==> src/csmf_defs.vh <==
// Purpose: constants for the CAN status and mailbox flag block
// Assumes: 32-bit AXI4-Lite register bus, word aligned
// Notes: offsets are byte addresses
`ifndef CSMF_DEFS_VH
`define CSMF_DEFS_VH

// ----------------------------------------
// register offsets
// ----------------------------------------
`define CSMF_OFS_GLOBAL_STATUS   6'h00
`define CSMF_OFS_CTRL            6'h04
`define CSMF_OFS_TX_DONE_LOWER   6'h08
`define CSMF_OFS_TX_DONE_UPPER   6'h0c
`define CSMF_OFS_REMOTE_PENDING  6'h10
`define CSMF_OFS_OVERWRITE       6'h14
`define CSMF_OFS_RX_COMPLETE     6'h18
`define CSMF_OFS_MBOX_IRQ_MASK   6'h1c
`define CSMF_OFS_IRQ_MASK        6'h20
`define CSMF_OFS_IRQ_STATUS      6'h24
`define CSMF_OFS_CANCEL_REQ      6'h28
`define CSMF_OFS_TX_PENDING      6'h2c

// ----------------------------------------
// global status fields
// ----------------------------------------
`define CSMF_GS_HALT_SLEEP   4
`define CSMF_GS_RESET_STATE  3
`define CSMF_GS_TX_IDLE      2
`define CSMF_GS_WARNING      1

// ----------------------------------------
// control fields
// ----------------------------------------
`define CSMF_CTRL_CONFIG  0
`define CSMF_CTRL_HALT    1
`define CSMF_CTRL_SLEEP   5

// ----------------------------------------
// irq mask register fields (1 = masked)
// ----------------------------------------
`define CSMF_IM_REMOTE      2
`define CSMF_IM_MBOX_EMPTY  8
`define CSMF_IM_OVERWRITE   9

// ----------------------------------------
// irq status fields
// ----------------------------------------
`define CSMF_IS_CANCEL     0
`define CSMF_IS_REMOTE     1
`define CSMF_IS_OVERWRITE  2

// ----------------------------------------
// reset values and limits
// ----------------------------------------
`define CSMF_CTRL_RESET      16'h0001
`define CSMF_MBOX_MASK_RESET 32'hffffffff
`define CSMF_IM_RESET        16'hffff
`define CSMF_WARN_LIMIT      9'd96
`define CSMF_NORMAL_DELAY    4'd4

`endif

==> src/csmf_warn.v <==
// Purpose: error counter warning evaluation
// Assumes: counters are 9 bits, 256 and up means bus off
// Notes: purely combinational
`timescale 1ns/1ps
`include "csmf_defs.vh"

module csmf_warn (
	// counters
	input  wire [8:0] TX_ERR_CNT,
	input  wire [8:0] RX_ERR_CNT,
	// result
	output wire       WARN
);

	wire tx_hi;
	wire tx_off;
	wire rx_hi;

	assign tx_off = TX_ERR_CNT[8];
	assign tx_hi  = (TX_ERR_CNT >= `CSMF_WARN_LIMIT) && !tx_off;
	assign rx_hi  = (RX_ERR_CNT >= `CSMF_WARN_LIMIT) && !RX_ERR_CNT[8];
	// bus off of the transmitter overrides a high receive count
	assign WARN   = (tx_hi || rx_hi) && !tx_off;

endmodule // csmf_warn

==> src/csmf_flags.v <==
// Purpose: CAN status and mailbox event flags behind an AXI4-Lite slave
// Assumes: protocol engine drives event pulses on CLK_SYS; counters synchronous
// Notes: masks use 1 = masked, 0 = enabled
`timescale 1ns/1ps
`include "csmf_defs.vh"

module csmf_flags #(
	parameter NMB = 32
) (
	// clock and reset
	input  wire           CLK_SYS,
	input  wire           RST,
	// axi4-lite write address
	input  wire [5:0]     S_AXI_AWADDR,
	input  wire           S_AXI_AWVALID,
	output wire           S_AXI_AWREADY,
	// axi4-lite write data
	input  wire [31:0]    S_AXI_WDATA,
	input  wire [3:0]     S_AXI_WSTRB,
	input  wire           S_AXI_WVALID,
	output wire           S_AXI_WREADY,
	// axi4-lite write response
	output reg  [1:0]     S_AXI_BRESP,
	output reg            S_AXI_BVALID,
	input  wire           S_AXI_BREADY,
	// axi4-lite read address
	input  wire [5:0]     S_AXI_ARADDR,
	input  wire           S_AXI_ARVALID,
	output wire           S_AXI_ARREADY,
	// axi4-lite read data
	output reg  [31:0]    S_AXI_RDATA,
	output reg  [1:0]     S_AXI_RRESP,
	output reg            S_AXI_RVALID,
	input  wire           S_AXI_RREADY,
	// protocol engine state
	input  wire           BUS_IDLE,
	input  wire           INT_RESET_DONE,
	input  wire           TX_ACTIVE,
	input  wire [8:0]     TX_ERR_CNT,
	input  wire [8:0]     RX_ERR_CNT,
	input  wire [NMB-1:0] MB_ARBITRATING,
	input  wire [NMB-1:0] MB_SENDING,
	// protocol engine events
	input  wire [NMB-1:0] TX_OK,
	input  wire [NMB-1:0] RX_STORE,
	input  wire           RX_REMOTE,
	input  wire [3:0]     RX_DLC,
	// to protocol engine
	output wire [NMB-1:0] TX_PENDING,
	output wire           NORMAL_MODE,
	output wire           HALT_REQ,
	output wire           SLEEP_REQ,
	// interrupt
	output wire           IRQ
);

	// ----------------------------------------
	// registers
	// ----------------------------------------
	reg [15:0]    ctrl;
	reg [NMB-1:0] tx_done;
	reg [NMB-1:0] tx_pend;
	reg [NMB-1:0] remote_pend;
	reg [NMB-1:0] overwrite;
	reg [NMB-1:0] rx_complete;
	reg [NMB-1:0] mbox_mask;
	reg [15:0]    im;
	reg [2:0]     irq_stat;
	reg [3:0]     last_dlc;
	reg           reset_state;
	reg           halt_sleep;
	reg [1:0]     mode;
	reg [3:0]     delay_cnt;

	localparam M_RESET  = 2'd0;
	localparam M_CONFIG = 2'd1;
	localparam M_DELAY  = 2'd2;
	localparam M_NORMAL = 2'd3;

	// ----------------------------------------
	// axi4-lite write channel
	// ----------------------------------------
	reg        aw_held;
	reg        w_held;
	reg [5:0]  aw_addr;
	reg [31:0] w_data;
	reg [3:0]  w_strb;
	wire       wr_fire;
	wire [6:0] wr_tag;

	assign S_AXI_AWREADY = !aw_held && !S_AXI_BVALID;
	assign S_AXI_WREADY  = !w_held && !S_AXI_BVALID;
	assign wr_fire       = aw_held && w_held && !S_AXI_BVALID;
	// handed to hit() as an argument so continuous assigns wake on it
	assign wr_tag        = {wr_fire, aw_addr};

	always @(posedge CLK_SYS or posedge RST) begin
		if (RST) begin
			aw_held      <= 1'b0;
			w_held       <= 1'b0;
			aw_addr      <= 6'h00;
			w_data       <= 32'h00000000;
			w_strb       <= 4'h0;
			S_AXI_BVALID <= 1'b0;
			S_AXI_BRESP  <= 2'b00;
		end else begin
			if (S_AXI_AWVALID && S_AXI_AWREADY) begin
				aw_held <= 1'b1;
				aw_addr <= S_AXI_AWADDR;
			end
			if (S_AXI_WVALID && S_AXI_WREADY) begin
				w_held <= 1'b1;
				w_data <= S_AXI_WDATA;
				w_strb <= S_AXI_WSTRB;
			end
			if (wr_fire) begin
				aw_held      <= 1'b0;
				w_held       <= 1'b0;
				S_AXI_BVALID <= 1'b1;
				S_AXI_BRESP  <= wr_known(aw_addr) ? 2'b00 : 2'b10;
			end else if (S_AXI_BVALID && S_AXI_BREADY) begin
				S_AXI_BVALID <= 1'b0;
			end
		end
	end

	function wr_known;
		input [5:0] a;
		begin
			wr_known = (a == `CSMF_OFS_CTRL) || (a == `CSMF_OFS_TX_DONE_LOWER) ||
				(a == `CSMF_OFS_TX_DONE_UPPER) || (a == `CSMF_OFS_REMOTE_PENDING) ||
				(a == `CSMF_OFS_OVERWRITE) || (a == `CSMF_OFS_RX_COMPLETE) ||
				(a == `CSMF_OFS_MBOX_IRQ_MASK) || (a == `CSMF_OFS_IRQ_MASK) ||
				(a == `CSMF_OFS_IRQ_STATUS) || (a == `CSMF_OFS_CANCEL_REQ) ||
				(a == `CSMF_OFS_TX_PENDING);
		end
	endfunction

	// byte-lane expanded write data for a given register
	function [31:0] lane;
		input [3:0]  s;
		input [31:0] d;
		begin
			lane = d & {{8{s[3]}}, {8{s[2]}}, {8{s[1]}}, {8{s[0]}}};
		end
	endfunction

	function hit;
		input [6:0] t;
		input [5:0] ofs;
		begin
			hit = t[6] && (t[5:0] == ofs);
		end
	endfunction

	wire [31:0] wlane;
	wire [31:0] w1c_done;
	wire [31:0] w1c_remote;
	wire [31:0] w1c_over;
	wire [31:0] w1c_rxc;
	wire [31:0] w_cancel;
	wire [31:0] w_pend_set;

	assign wlane      = lane(w_strb, w_data);
	// two 16-bit halves of the done flags share one word each
	assign w1c_done   = (hit(wr_tag, `CSMF_OFS_TX_DONE_LOWER) ? {16'h0000, wlane[15:0]} : 32'h00000000) |
		(hit(wr_tag, `CSMF_OFS_TX_DONE_UPPER) ? {wlane[15:0], 16'h0000} : 32'h00000000);
	assign w1c_remote = hit(wr_tag, `CSMF_OFS_REMOTE_PENDING) ? wlane : 32'h00000000;
	assign w1c_over   = hit(wr_tag, `CSMF_OFS_OVERWRITE) ? wlane : 32'h00000000;
	assign w1c_rxc    = hit(wr_tag, `CSMF_OFS_RX_COMPLETE) ? wlane : 32'h00000000;
	assign w_cancel   = hit(wr_tag, `CSMF_OFS_CANCEL_REQ) ? wlane : 32'h00000000;
	assign w_pend_set = hit(wr_tag, `CSMF_OFS_TX_PENDING) ? wlane : 32'h00000000;

	// ----------------------------------------
	// mailbox flags
	// ----------------------------------------
	wire [NMB-1:0] busy;
	wire [NMB-1:0] cancel_ok;
	wire [NMB-1:0] ovw_evt;
	wire [NMB-1:0] rem_evt;

	assign busy      = MB_ARBITRATING | MB_SENDING;
	assign cancel_ok = w_cancel[NMB-1:0] & tx_pend & ~busy & ~TX_OK;
	// store happens regardless of unread contents; only flag the overwrite
	assign ovw_evt   = RX_STORE & rx_complete;
	assign rem_evt   = RX_STORE & {NMB{RX_REMOTE}};
	assign TX_PENDING = tx_pend;

	always @(posedge CLK_SYS or posedge RST) begin
		if (RST) begin
			tx_done     <= {NMB{1'b0}};
			tx_pend     <= {NMB{1'b0}};
			remote_pend <= {NMB{1'b0}};
			overwrite   <= {NMB{1'b0}};
			rx_complete <= {NMB{1'b0}};
			last_dlc    <= 4'h0;
		end else begin
			// set wins over clear, except tx_pend where TX_OK and cancel win over a set write
			tx_done     <= (tx_done & ~w1c_done[NMB-1:0]) | TX_OK;
			tx_pend     <= ((tx_pend | w_pend_set[NMB-1:0]) & ~cancel_ok & ~TX_OK);
			remote_pend <= (remote_pend & ~w1c_remote[NMB-1:0]) | rem_evt;
			overwrite   <= (overwrite & ~w1c_over[NMB-1:0]) | ovw_evt;
			rx_complete <= (rx_complete & ~w1c_rxc[NMB-1:0]) | RX_STORE;
			if (|RX_STORE)
				last_dlc <= RX_DLC;
		end
	end

	// ----------------------------------------
	// interrupt events
	// ----------------------------------------
	wire ev_cancel;
	wire ev_remote;
	wire ev_over;

	assign ev_cancel = |(cancel_ok & ~mbox_mask) && !im[`CSMF_IM_MBOX_EMPTY];
	assign ev_remote = |(rem_evt & ~mbox_mask) && !im[`CSMF_IM_REMOTE];
	assign ev_over   = (|ovw_evt) && !im[`CSMF_IM_OVERWRITE];
	assign IRQ       = |irq_stat;

	always @(posedge CLK_SYS or posedge RST) begin
		if (RST) begin
			irq_stat  <= 3'b000;
			ctrl      <= `CSMF_CTRL_RESET;
			im        <= `CSMF_IM_RESET;
			mbox_mask <= `CSMF_MBOX_MASK_RESET;
		end else begin
			irq_stat <= (irq_stat & ~(hit(wr_tag, `CSMF_OFS_IRQ_STATUS) ? wlane[2:0] : 3'b000)) |
				{ev_over, ev_remote, ev_cancel};
			if (hit(wr_tag, `CSMF_OFS_CTRL))
				ctrl <= wlane[15:0];
			if (hit(wr_tag, `CSMF_OFS_IRQ_MASK))
				im <= wlane[15:0];
			if (hit(wr_tag, `CSMF_OFS_MBOX_IRQ_MASK))
				mbox_mask <= wlane[NMB-1:0];
		end
	end

	// ----------------------------------------
	// operating mode and global status
	// ----------------------------------------
	wire warn;

	csmf_warn u_warn (
		.TX_ERR_CNT (TX_ERR_CNT),
		.RX_ERR_CNT (RX_ERR_CNT),
		.WARN       (warn)
	);

	assign HALT_REQ    = ctrl[`CSMF_CTRL_HALT];
	assign SLEEP_REQ   = ctrl[`CSMF_CTRL_SLEEP];
	assign NORMAL_MODE = (mode == M_NORMAL);

	always @(posedge CLK_SYS or posedge RST) begin
		if (RST) begin
			mode        <= M_RESET;
			delay_cnt   <= 4'h0;
			reset_state <= 1'b1;
			halt_sleep  <= 1'b0;
		end else begin
			halt_sleep <= (HALT_REQ || SLEEP_REQ) && BUS_IDLE;
			case (mode)
				M_RESET: begin
					if (INT_RESET_DONE) begin
						mode        <= M_CONFIG;
						reset_state <= 1'b1;
					end
				end
				M_CONFIG: begin
					if (!ctrl[`CSMF_CTRL_CONFIG]) begin
						mode      <= M_DELAY;
						delay_cnt <= `CSMF_NORMAL_DELAY;
					end
				end
				M_DELAY: begin
					// lag models bus integration before joining traffic
					if (ctrl[`CSMF_CTRL_CONFIG]) begin
						mode <= M_CONFIG;
					end else if (delay_cnt == 4'h1) begin
						mode        <= M_NORMAL;
						reset_state <= 1'b0;
					end else begin
						delay_cnt <= delay_cnt - 4'h1;
					end
				end
				M_NORMAL: begin
					if (ctrl[`CSMF_CTRL_CONFIG]) begin
						mode        <= M_CONFIG;
						reset_state <= 1'b1;
					end
				end
				default: mode <= M_RESET;
			endcase
		end
	end

	wire [15:0] gstat;
	wire        tx_idle;

	assign tx_idle = !TX_ACTIVE && !(|tx_pend);
	assign gstat   = {11'h000, halt_sleep, reset_state, tx_idle, warn, 1'b0};

	// ----------------------------------------
	// axi4-lite read channel
	// ----------------------------------------
	reg [31:0] rd_mux;
	reg        rd_ok;

	assign S_AXI_ARREADY = !S_AXI_RVALID;

	always @* begin
		rd_ok  = 1'b1;
		rd_mux = 32'h00000000;
		case (S_AXI_ARADDR)
			`CSMF_OFS_GLOBAL_STATUS:  rd_mux = {16'h0000, gstat};
			`CSMF_OFS_CTRL:           rd_mux = {16'h0000, ctrl};
			`CSMF_OFS_TX_DONE_LOWER:  rd_mux = {16'h0000, tx_done[15:0]};
			`CSMF_OFS_TX_DONE_UPPER:  rd_mux = {16'h0000, tx_done[31:16]};
			`CSMF_OFS_REMOTE_PENDING: rd_mux = remote_pend;
			`CSMF_OFS_OVERWRITE:      rd_mux = overwrite;
			`CSMF_OFS_RX_COMPLETE:    rd_mux = rx_complete;
			`CSMF_OFS_MBOX_IRQ_MASK:  rd_mux = mbox_mask;
			`CSMF_OFS_IRQ_MASK:       rd_mux = {16'h0000, im};
			`CSMF_OFS_IRQ_STATUS:     rd_mux = {29'h00000000, irq_stat};
			`CSMF_OFS_CANCEL_REQ:     rd_mux = {28'h0000000, last_dlc};
			`CSMF_OFS_TX_PENDING:     rd_mux = tx_pend;
			default:                  rd_ok  = 1'b0;
		endcase
	end

	always @(posedge CLK_SYS or posedge RST) begin
		if (RST) begin
			S_AXI_RVALID <= 1'b0;
			S_AXI_RDATA  <= 32'h00000000;
			S_AXI_RRESP  <= 2'b00;
		end else if (S_AXI_ARVALID && S_AXI_ARREADY) begin
			S_AXI_RVALID <= 1'b1;
			S_AXI_RDATA  <= rd_mux;
			S_AXI_RRESP  <= rd_ok ? 2'b00 : 2'b10;
		end else if (S_AXI_RVALID && S_AXI_RREADY) begin
			S_AXI_RVALID <= 1'b0;
		end
	end

endmodule // csmf_flags

==> config.mk <==
export PLATFORM = sky130hd
export DESIGN_NAME = csmf_flags
export DESIGN_NICKNAME = d
export VERILOG_FILES = /design/src/csmf_warn.v /design/src/csmf_flags.v
export VERILOG_INCLUDE_DIRS = /design/src
export SDC_FILE = /design/constraint.sdc
export NUM_CORES = 1
export LEC_CHECK = 0
export BUFFER_PORTS_ARGS = -buffer_cell sky130_fd_sc_hd__buf_2
export CAP_MARGIN = 40
export CELL_PAD_IN_SITES_DETAIL_PLACEMENT = 1
export CELL_PAD_IN_SITES_GLOBAL_PLACEMENT = 1
export CORE_MARGIN = 8
export CORE_UTILIZATION = 39
export CTS_BUF_LIST = sky130_fd_sc_hd__clkbuf_4 sky130_fd_sc_hd__clkbuf_8 sky130_fd_sc_hd__clkbuf_16
export CTS_CLUSTER_SIZE = 30
export DETAILED_ROUTE_END_ITERATION = 16
export PLACE_DENSITY = 0.75
export SYNTH_ARGS = -nofsm -noshare
export SYNTH_HDL_FRONTEND = slang
export SYNTH_HIERARCHICAL = 1
export SYNTH_SLANG_ARGS = --single-unit
==> constraint.sdc <==
create_clock -name CLK_SYS -period 8.9 [get_ports CLK_SYS]
set_input_delay 0.89 -clock CLK_SYS [delete_from_list [all_inputs] [get_ports CLK_SYS]]
set_output_delay 0.89 -clock CLK_SYS [all_outputs]
set_load 0.01 [all_outputs]
# After elaboration in Yosys (flattened, before gate mapping)
# Index checks and enable logic that the tools add are counted.
# Widths: inputs -> output; s select.
dict set report classes {
  reduce_logical 69
  magnitude_cmp 2
  mux 35
  eq_ne 33
  n_addsub 1
  bitwise_logic 32
}
# operator n
set ops {}
lappend ops {{$and 32x32->32} 14}
lappend ops {{$pmux 32 s12} 1}
lappend ops {{$not 32->32} 8}
lappend ops {{$mux 32} 6}
lappend ops {{$or 32x32->32} 6}
lappend ops {{$reduce_or 32->1} 5}
lappend ops {{$eq 6x5->1 const B} 8}
lappend ops {{$eq 6x6->1 const B} 8}
lappend ops {{$or 16x32->32} 1}
lappend ops {{$logic_and 1x1->1} 28}
lappend ops {{$eq 6x4->1 const B} 4}
lappend ops {{$ge 9x7->1 const B} 2}
lappend ops {{$mux 16} 1}
lappend ops {{$mux 2} 7}
lappend ops {{$mux 1} 13}
lappend ops {{$eq 6x3->1 const B} 2}
lappend ops {{$logic_or 1x1->1} 12}
lappend ops {{$mux 4} 3}
lappend ops {{$reduce_or 12->1} 1}
lappend ops {{$logic_not 1->1} 11}
lappend ops {{$ne 2x2->1 const B} 5}
lappend ops {{$reduce_bool 2->1} 5}
lappend ops {{$pmux 2 s4} 1}
lappend ops {{$pmux 4 s2} 1}
lappend ops {{other kinds (17)} 19}
dict set report totals {
  elab_cells 196
  ff_bits 321
  output_inout_bits 77
  inputBits 209
}

# Longest topological paths before layout
# Gate-level depths: netlist of the first run.
dict set report depth {
  ltp_word 12
  depth_mapped 8
  mapped_depth_nobuf 7
}

# Cells and area by module
# Netlist of the first run, hierarchy kept.
# mod area_per_inst_um2 cells_per_inst seq_area_each_um2 instances
set by_module_without_submodules {}
lappend by_module_without_submodules {csmf_flags 14971.9 1490 8045.2 1}
lappend by_module_without_submodules {csmf_warn 22.5 4 0.0 1}

# Least setup slack after synthesis of the first run
# Ideal clock, no wire load.
dict set report synth_path {
  kind {input to register}
  from {in S_AXI_ARADDR[1]}
  to {reg S_AXI_RDATA[0]}
  setup_time_ns 0.064
  required_time_ns 8.836
  slack_ns 6.642
  cell_stages 6
  arrival_time_ns 2.194
  path_buffers 1
  cell_sequence {or4b_4 -> nor2_2 -> buf_2 -> a22oi_1 -> a31oi_1 -> a21o_1}
}
dict set report synth_between {
  elab_chain_cells 2
  elab_cells_between_ends 13
  classes_between {eq/ne (11); mux (1); reduce/logical (1)}
}
# element line_no
set synth_lines {}
lappend synth_lines {{from (decl)} csmf_flags.v:27} ;# input wire [5:0] S_AXI_ARADDR,
lappend synth_lines {{$eq 6x6->1, or another cell as far along} csmf_flags.v:314} ;# case (S_AXI_ARADDR)
lappend synth_lines {{$pmux 32 s12 (*)} csmf_flags.v:314}
lappend synth_lines {{to (signal assigned)} csmf_flags.v:338} ;# S_AXI_RDATA <= rd_mux;
lappend synth_lines {{to (decl)} csmf_flags.v:31} ;# output reg [31:0] S_AXI_RDATA,
# Every way passes the cells marked *; elsewhere a longest branch is shown, timed or not.
# A chain may end at the register's enable or synchronous reset.

# Worst setup path in the final report of the first run
dict set report layout_path {
  from {reg w_strb[0]}
  to {reg irq_stat[0]}
}
dict set report layout_between {
  elab_chain_cells 9
  elab_cells_between_ends 12
  classes_between {mux (2); bitwise (8); reduce/logical (2)}
}
# element line_no
set layout_lines {}
lappend layout_lines {{from (decl)} csmf_flags.v:87} ;# reg [3:0] w_strb;
lappend layout_lines {{from (signal assigned)} csmf_flags.v:103} ;# w_strb <= 4'h0;
lappend layout_lines {{from (signal assigned)} csmf_flags.v:114} ;# w_strb <= S_AXI_WSTRB;
lappend layout_lines {{$and 32x32->32 (*)} csmf_flags.v:144} ;# lane = d & {{8{s[3]}}, {8{s[2]}}, {8{s[1]}}, {8{s[0]}}};
lappend layout_lines {{$mux 32} csmf_flags.v:171} ;# assign w_cancel = hit(wr_tag, `CSMF_OFS_CANCEL_REQ) ? wlane : 32'h00000000;
lappend layout_lines {{$and 32x32->32 (3 in a row)} csmf_flags.v:183} ;# assign cancel_ok = w_cancel[NMB-1:0] & tx_pend & ~busy & ~TX_OK;
lappend layout_lines {{$and 32x32->32} csmf_flags.v:216} ;# assign ev_cancel = |(cancel_ok & ~mbox_mask) && !im[`CSMF_IM_MBOX_EMPTY];
lappend layout_lines {{$reduce_or 32->1} csmf_flags.v:216}
lappend layout_lines {{$logic_and 1x1->1} csmf_flags.v:216}
lappend layout_lines {{$or 3x3->3 (*)} csmf_flags.v:228} ;# irq_stat <= (irq_stat & ~(hit(wr_tag, `CSMF_OFS_IRQ_STATUS) ? wlane[2:0] : 3'b000)) |
lappend layout_lines {{to (signal assigned)} csmf_flags.v:228}
lappend layout_lines {{to (decl)} csmf_flags.v:68} ;# reg [2:0] irq_stat;
# Marked as above.

==> results of run 1 <==
## cells by family after synthesis
logic type	share of synthesized area, %
adders and majority gates	0.584
and+or+nand+nor	16.9
DFF	53.7
AOI/OAI and AO/OA	20.8
buffers and inverters	3.65
other	0.0250
muxes	4.41
## registers in the layout, summed over array words and instances (netlist names), 2 cells and up
signal,cells
S_AXI_RDATA,32
overwrite,32
rx_complete,32
im,16
w_data,32
ctrl,16
aw_addr,6
last_dlc,4
delay_cnt,4
TX_PENDING,32
tx_done,32
mode,2
irq_stat,3
mbox_mask,32
w_strb,4
remote_pend,32
## cell usage in the layout, fill, tap and decap left out, drive strengths merged, types with 48 or more instances in the layout
master / count
dfrtp: 269
o21ai: 163
nand2b: 48
a22oi: 82
nand2: 249
clkbuf: 58
a22o: 49
dfstp: 50
nand3: 63
mux2: 48
buf: 300
## routing by layer
metal	global-route usage, %	vias to the layer above
li1	-	6007
met1	40.1	7243
met2	43.0	729
met3	5.70	165
met4	13.5	4
met5	0	-
## worst min-delay path: cells and delay by family
kind / cells / cell delay (ns)
buf+inv: 3 / 0.34
## cell type report
class	count	share of cell area [%]
clock inverter	6	0.364
inverter	45	0.947
tap	518	3.55
multi-input combinational	1049	35.3
sequential	319	44.1
clock buffer	58	6.31
timing repair buffer	301	9.39
antenna	3	0.0412
## worst max path at each step
stage / end / slack, ns
2_1_floorplan: S_AXI_BRESP[1] / 3.80
3_3_place_gp: S_AXI_RDATA[4] / 5.49
3_5_place_dp: S_AXI_RDATA[4] / 5.82
4_1_cts: irq_stat[0] / 6.20
5_1_grt: irq_stat[0] / 6.06
6_report: irq_stat[0] / 6.07
## where the power goes
group	internal (uW)	switching, uW
combinational	321	586
sequential	1720	345
clock	917	617
total	2960	1550
## through the flow
| stage | std cells | hold WS, ns | util, % | power, uW |
|---|---|---|---|---|
| global route | 2297 | 0.367 | 47.6 | 4680 |
| global placement | 2219 | 0.464 | 43.8 | 2890 |
| detailed placement | 2232 | 0.473 | 44.4 | 2950 |
| CTS | 2296 | 0.351 | 47.6 | 4490 |
| finish | 2299 | 0.360 | 47.6 | 4510 |
| floorplan | 1495 | 0.445 | - | 2480 |
==> flow_summary.yaml, run 1 <==
status:
  status: "finished clean"
setup_path:
  max_stage_delay_ns: 0.76
  cp-end-kind: "register"
  start_kind: "register"
  worst-path-stages: 6
  reg2reg_to: "irq_stat[0]"
  crit_fanout: 16
  r2r_setup_slack_ns: 6.07
  crit_type: "register to register"
  reg2reg_depth: 6
  critPathBufInv: 0
  crit_slowest_cell: "nor4b_1"
  crit_start: "w_strb[0]"
  cp_top_family: "simple AND/OR/NAND/NOR gates"
  arrival_ns: 3.30
  worstPathRequired_ns: 9.37
  regToRegStartpoint: "w_strb[0]"
  critical_path.cell_chain: "nand2_1 -> nor4b_1 -> a21oi_1 -> and4_1 -> nand4b_1 -> a32o_1"
route:
  totalWireLength_um: 65600
  met2_length_um: 28600
  drc_errors: 0
  drt-met1-wl_um: 27800
  dr.first_iter.drc_count: 1551
  wl_per_cell_um: 28.6
  dr.pass1.iters: 5
  vias: 14148
  ant_nets: 0
  via_per_inst: 6.15
  met3_length_um: 5800
  highest_layer: "met5"
synth:
  synth_top_area_share_pct: 44.9
  synth_seq_area_share_pct: 53.7
  netlist_area_mm2: 0.0150
  post-synth-top-count-cell: "dfrtp_1"
  async_flop_share_pct: 100
  synth_cell_types: 64
  synth-edff-count: 0
  synth-main-ff-cell: "dfrtp_1"
  syn_area_per_cell_um2: 10.0
  synth_seq_cells: 319
  synth_top_cell_by_area: "dfrtp_1"
  synth_common_cells: "dfrtp_1, nand2_1, o21ai_0"
  synth_cells: 1494
  yosysWarnings: 6
  netlist_top_cells_area: "dfrtp_1, dfstp_2, nand2_1, o21ai_0, a22oi_1"
global_route:
  grt_pass1_wl_um: 97700
  grt_pass1_vias: 14752
  grt_usage_pct: 28.9
  grt_max_degree: 180
  antenna_found_initial: 4
  grt_overflow: 0
finish:
  n_fill_cell: 4372
  ff_latch_area_mm2: 0.00805
  final_nets: 1968
  drive_gt1_share_pct: 27.6
  area_growth_pct: 21.6
  post-route-cell-area_mm2: 0.0182
  multi_input_comb_area_mm2: 0.00643
power:
  peakVddDrop_uv: 106
  p_leak_uw: 0.00743
  p_per_area_mw_per_mm2: 247
clock_network:
  post_cts_buffers: 0
  cts_tree: "yes"
  cts_root_buf: "clkbuf_16"
  clk_pin_slew_ns: 0.06
  numCtsBuffers: 36
  cts_sinks: 319
  htree_levels: 2
  cts_resized: 0
  clk_latency_ns: 0.54
  max-clock-path-buffers: 3
  postCtsHoldBufs: 0
floorplan:
  initial_core_util_pct: 39.2
  num_rows: 72
  core_area_mm2: 0.0383
  die_area_mm2: 0.0450
  num_io_pins: 286
  die_h_um: 212
  die_w_um: 212
place:
  postPlaceCellArea_mm2: 0.0170
  gp_congestion: 0.931
  hpwl_um: 48800
  post-place-ws_ns: 5.82
  io_buffers: 273
timing:
  fin_crit_sh_pct: 31.7
  drv_slew: 0
  setup_tns_ns: 0
  grt_setup_unrepaired: "no"
  setup_ws_ns: 6.07
  worstMarginPinSlew_ns: 1.03
  relSlewSlack_pct: 31.5
  setup_viol: 0
  hold_violations: 0
  fmax_ghz: 0.354
  period_needed_ns: 2.83
  clock_skew_ns: 0.0214
flow_run:
  drv_cap: 0
hold_path:
  hp-class: "input pin to asynchronous set/reset pin"
(Power assumes the default switching activity.)
==> run 2: changes to the inputs <==
==> constraint.sdc (replaced) <==
create_clock -name CLK_SYS -period 2.3 [get_ports CLK_SYS]
set_input_delay 0.23 -clock CLK_SYS [delete_from_list [all_inputs] [get_ports CLK_SYS]]
set_output_delay 0.23 -clock CLK_SYS [all_outputs]
set_load 0.01 [all_outputs]
==> run 2 against run 1 <==
Effect of this change: clock-buffer cell count up 5; largest cell class unchanged; via count up 4.9%; die area unchanged; clock skew down 0.013 ns.
==> flow_summary.yaml, run 2 (synthesized netlist as in run 1, its figures left out) <==
floorplan:
  initial_core_util_pct: 39.2
  num_rows: 72
  die_w_um: 212
  die_h_um: 212
  die_area_mm2: 0.0450
  num_io_pins: 286
  core_area_mm2: 0.0383
finish:
  final_nets: 2143
  final_cell_mix: "buf_2, dfrtp_1, nand2_1"
  post-route-cell-area_mm2: 0.0198
  drive_gt1_share_pct: 29.2
  area_growth_pct: 32.1
  final_common_cell: "buf_2"
  instances_no_fill: 2472
route:
  wl_per_cell_um: 27.9
  vias: 14848
  dr.first_iter.drc_count: 1517
  totalWireLength_um: 69000
  via_per_inst: 6.01
  drc_errors: 0
  dr.pass1.iters: 6
  ant_nets: 0
place:
  hpwl_um: 51900
  io_buffers: 273
  postPlaceCellArea_mm2: 0.0177
  dp_cells: 2311
  gp_congestion: 0.946
  post-place-ws_ns: 0.156
timing:
  period_needed_ns: 2.21
  setup_ws_ns: 0.0910
  setup_viol: 0
  grt_setup_unrepaired: "no"
  hold_violations: 0
  fmax_ghz: 0.453
  drv_slew: 0
  fin_crit_sh_pct: 96.0
  clock_skew_ns: 0.00812
  relSlewSlack_pct: 30.9
  worstMarginPinSlew_ns: 1.02
  hold-worst-slack_ns: 0.0155
clock_network:
  cts_tree: "yes"
  clk_pin_slew_ns: 0.06
  cts_sinks: 319
  clk_latency_ns: 0.52
  htree_levels: 2
  max-clock-path-buffers: 3
  numCtsBuffers: 36
  cts_root_buf: "clkbuf_16"
setup_path:
  crit_type: "input pin to register"
  worstPathRequired_ns: 2.76
  start_kind: "input pin"
  critical_path.cell_chain: "dlygate4sd3_1 -> buf_2 -> nor4b_1 -> nand2_1 -> o22ai_1 -> nor4bb_1 -> nand4b_1 -> a32o_1"
  arrival_ns: 2.67
  crit_fanout: 3
  cp-end-kind: "register"
  critPathBufInv: 2
  crit_slowest_cell: "nor4b_1"
  cp_top_family: "simple AND/OR/NAND/NOR gates"
  max_stage_delay_ns: 0.84
global_route:
  grt_pass1_vias: 15359
  grt_pass1_wl_um: 102000
  grt_max_degree: 80
  antenna_found_initial: 1
  grt_overflow: 0
  grt_usage_pct: 30.4
flow_run:
  drv_cap: 0
status:
  status: "finished clean"
hold_path:
  hp-class: "input pin to register"
power:
  peakVddDrop_uv: 453
  p_leak_uw: 0.00822
  p_per_area_mw_per_mm2: 920
[run 2: cell types whose count changed in the layout (fill, tap and decap cells not counted), sizes merged]
cell,change
diode,-2
buf,+80
dlygate4sd3,+96
clkdlybuf4s18,-1
clkinv,-4
bufinv,-1
clkbuf,+5
[run 2: per-stage QoR]
stage | TNS, ns | util [%] | power (uW)
floorplan | -626.47 | - | 9580
global placement | 0 | 46.2 | 12000
detailed placement | 0 | 46.2 | 12200
CTS | 0 | 51.7 | 18100
global route | 0 | 51.7 | 18900
finish | 0 | 51.7 | 18200
[run 2: report_power, final]
part	switching (uW)	total (uW)	internal, uW
logic	2910	4760	1850
clock network	2290	5700	3410
registers	1090	7760	6670
total	6290	18200	11900
[run 2: timing repair]
| item | in CTS | in global routing |
|---|---|---|
| hold buffers | 96 | 0 |
| gates resized for setup | 0 | 1 |
| setup endpoints to repair | 0 | 1 |
| hold endpoints to repair | 124 | 0 |
| setup buffers | 0 | 0 |
[run 2: path summary, 6_finish.rpt]
path                              endpoint  slack, ns             from  cells past startpoint
hold / removal              rx_complete[8]       0.02      RX_STORE[8]                      2
setup reg to reg               irq_stat[0]       0.12   TX_PENDING[24]                      6
max in group asynchronous            im[9]       1.06              RST                      5
setup / recovery               irq_stat[0]       0.09        TX_OK[24]                      8
hold reg to reg            S_AXI_RDATA[21]       0.48  S_AXI_RDATA[21]                      2
min in group asynchronous     delay_cnt[3]       0.32              RST                      3
[run 2: worst register-to-register path, cell delays in order (launching register included)]
cell      delay, ns
dfrtp_1        0.42
nor4b_1        0.85
nand2_1        0.12
o22ai_1        0.30
nor4bb_1       0.12
nand4b_1       0.14
a32o_1         0.17
[run 2: final cells by class]
type | count | area [um2]
fillers | 4317 | 18500
flip-flops and latches | 319 | 8050
multi-input cells | 1049 | 6410
repair buffers | 476 | 3360
clock buffers | 63 | 1160
well taps | 518 | 648
inverters | 45 | 173
clock inverters | 1 | 5.00
diodes | 1 | 2.50
[run 2: layer usage]
layer / routed length (um) / up-vias / GRT usage (%) / part of all wire [%]
met5: 0 / - / 0 / 0
met4: 2950 / 0 / 12.7 / 4.3
met3: 7530 / 147 / 7.46 / 11
met2: 29900 / 847 / 44.6 / 43
met1: 28600 / 7509 / 42.4 / 41
li1: - / 6345 / - / -
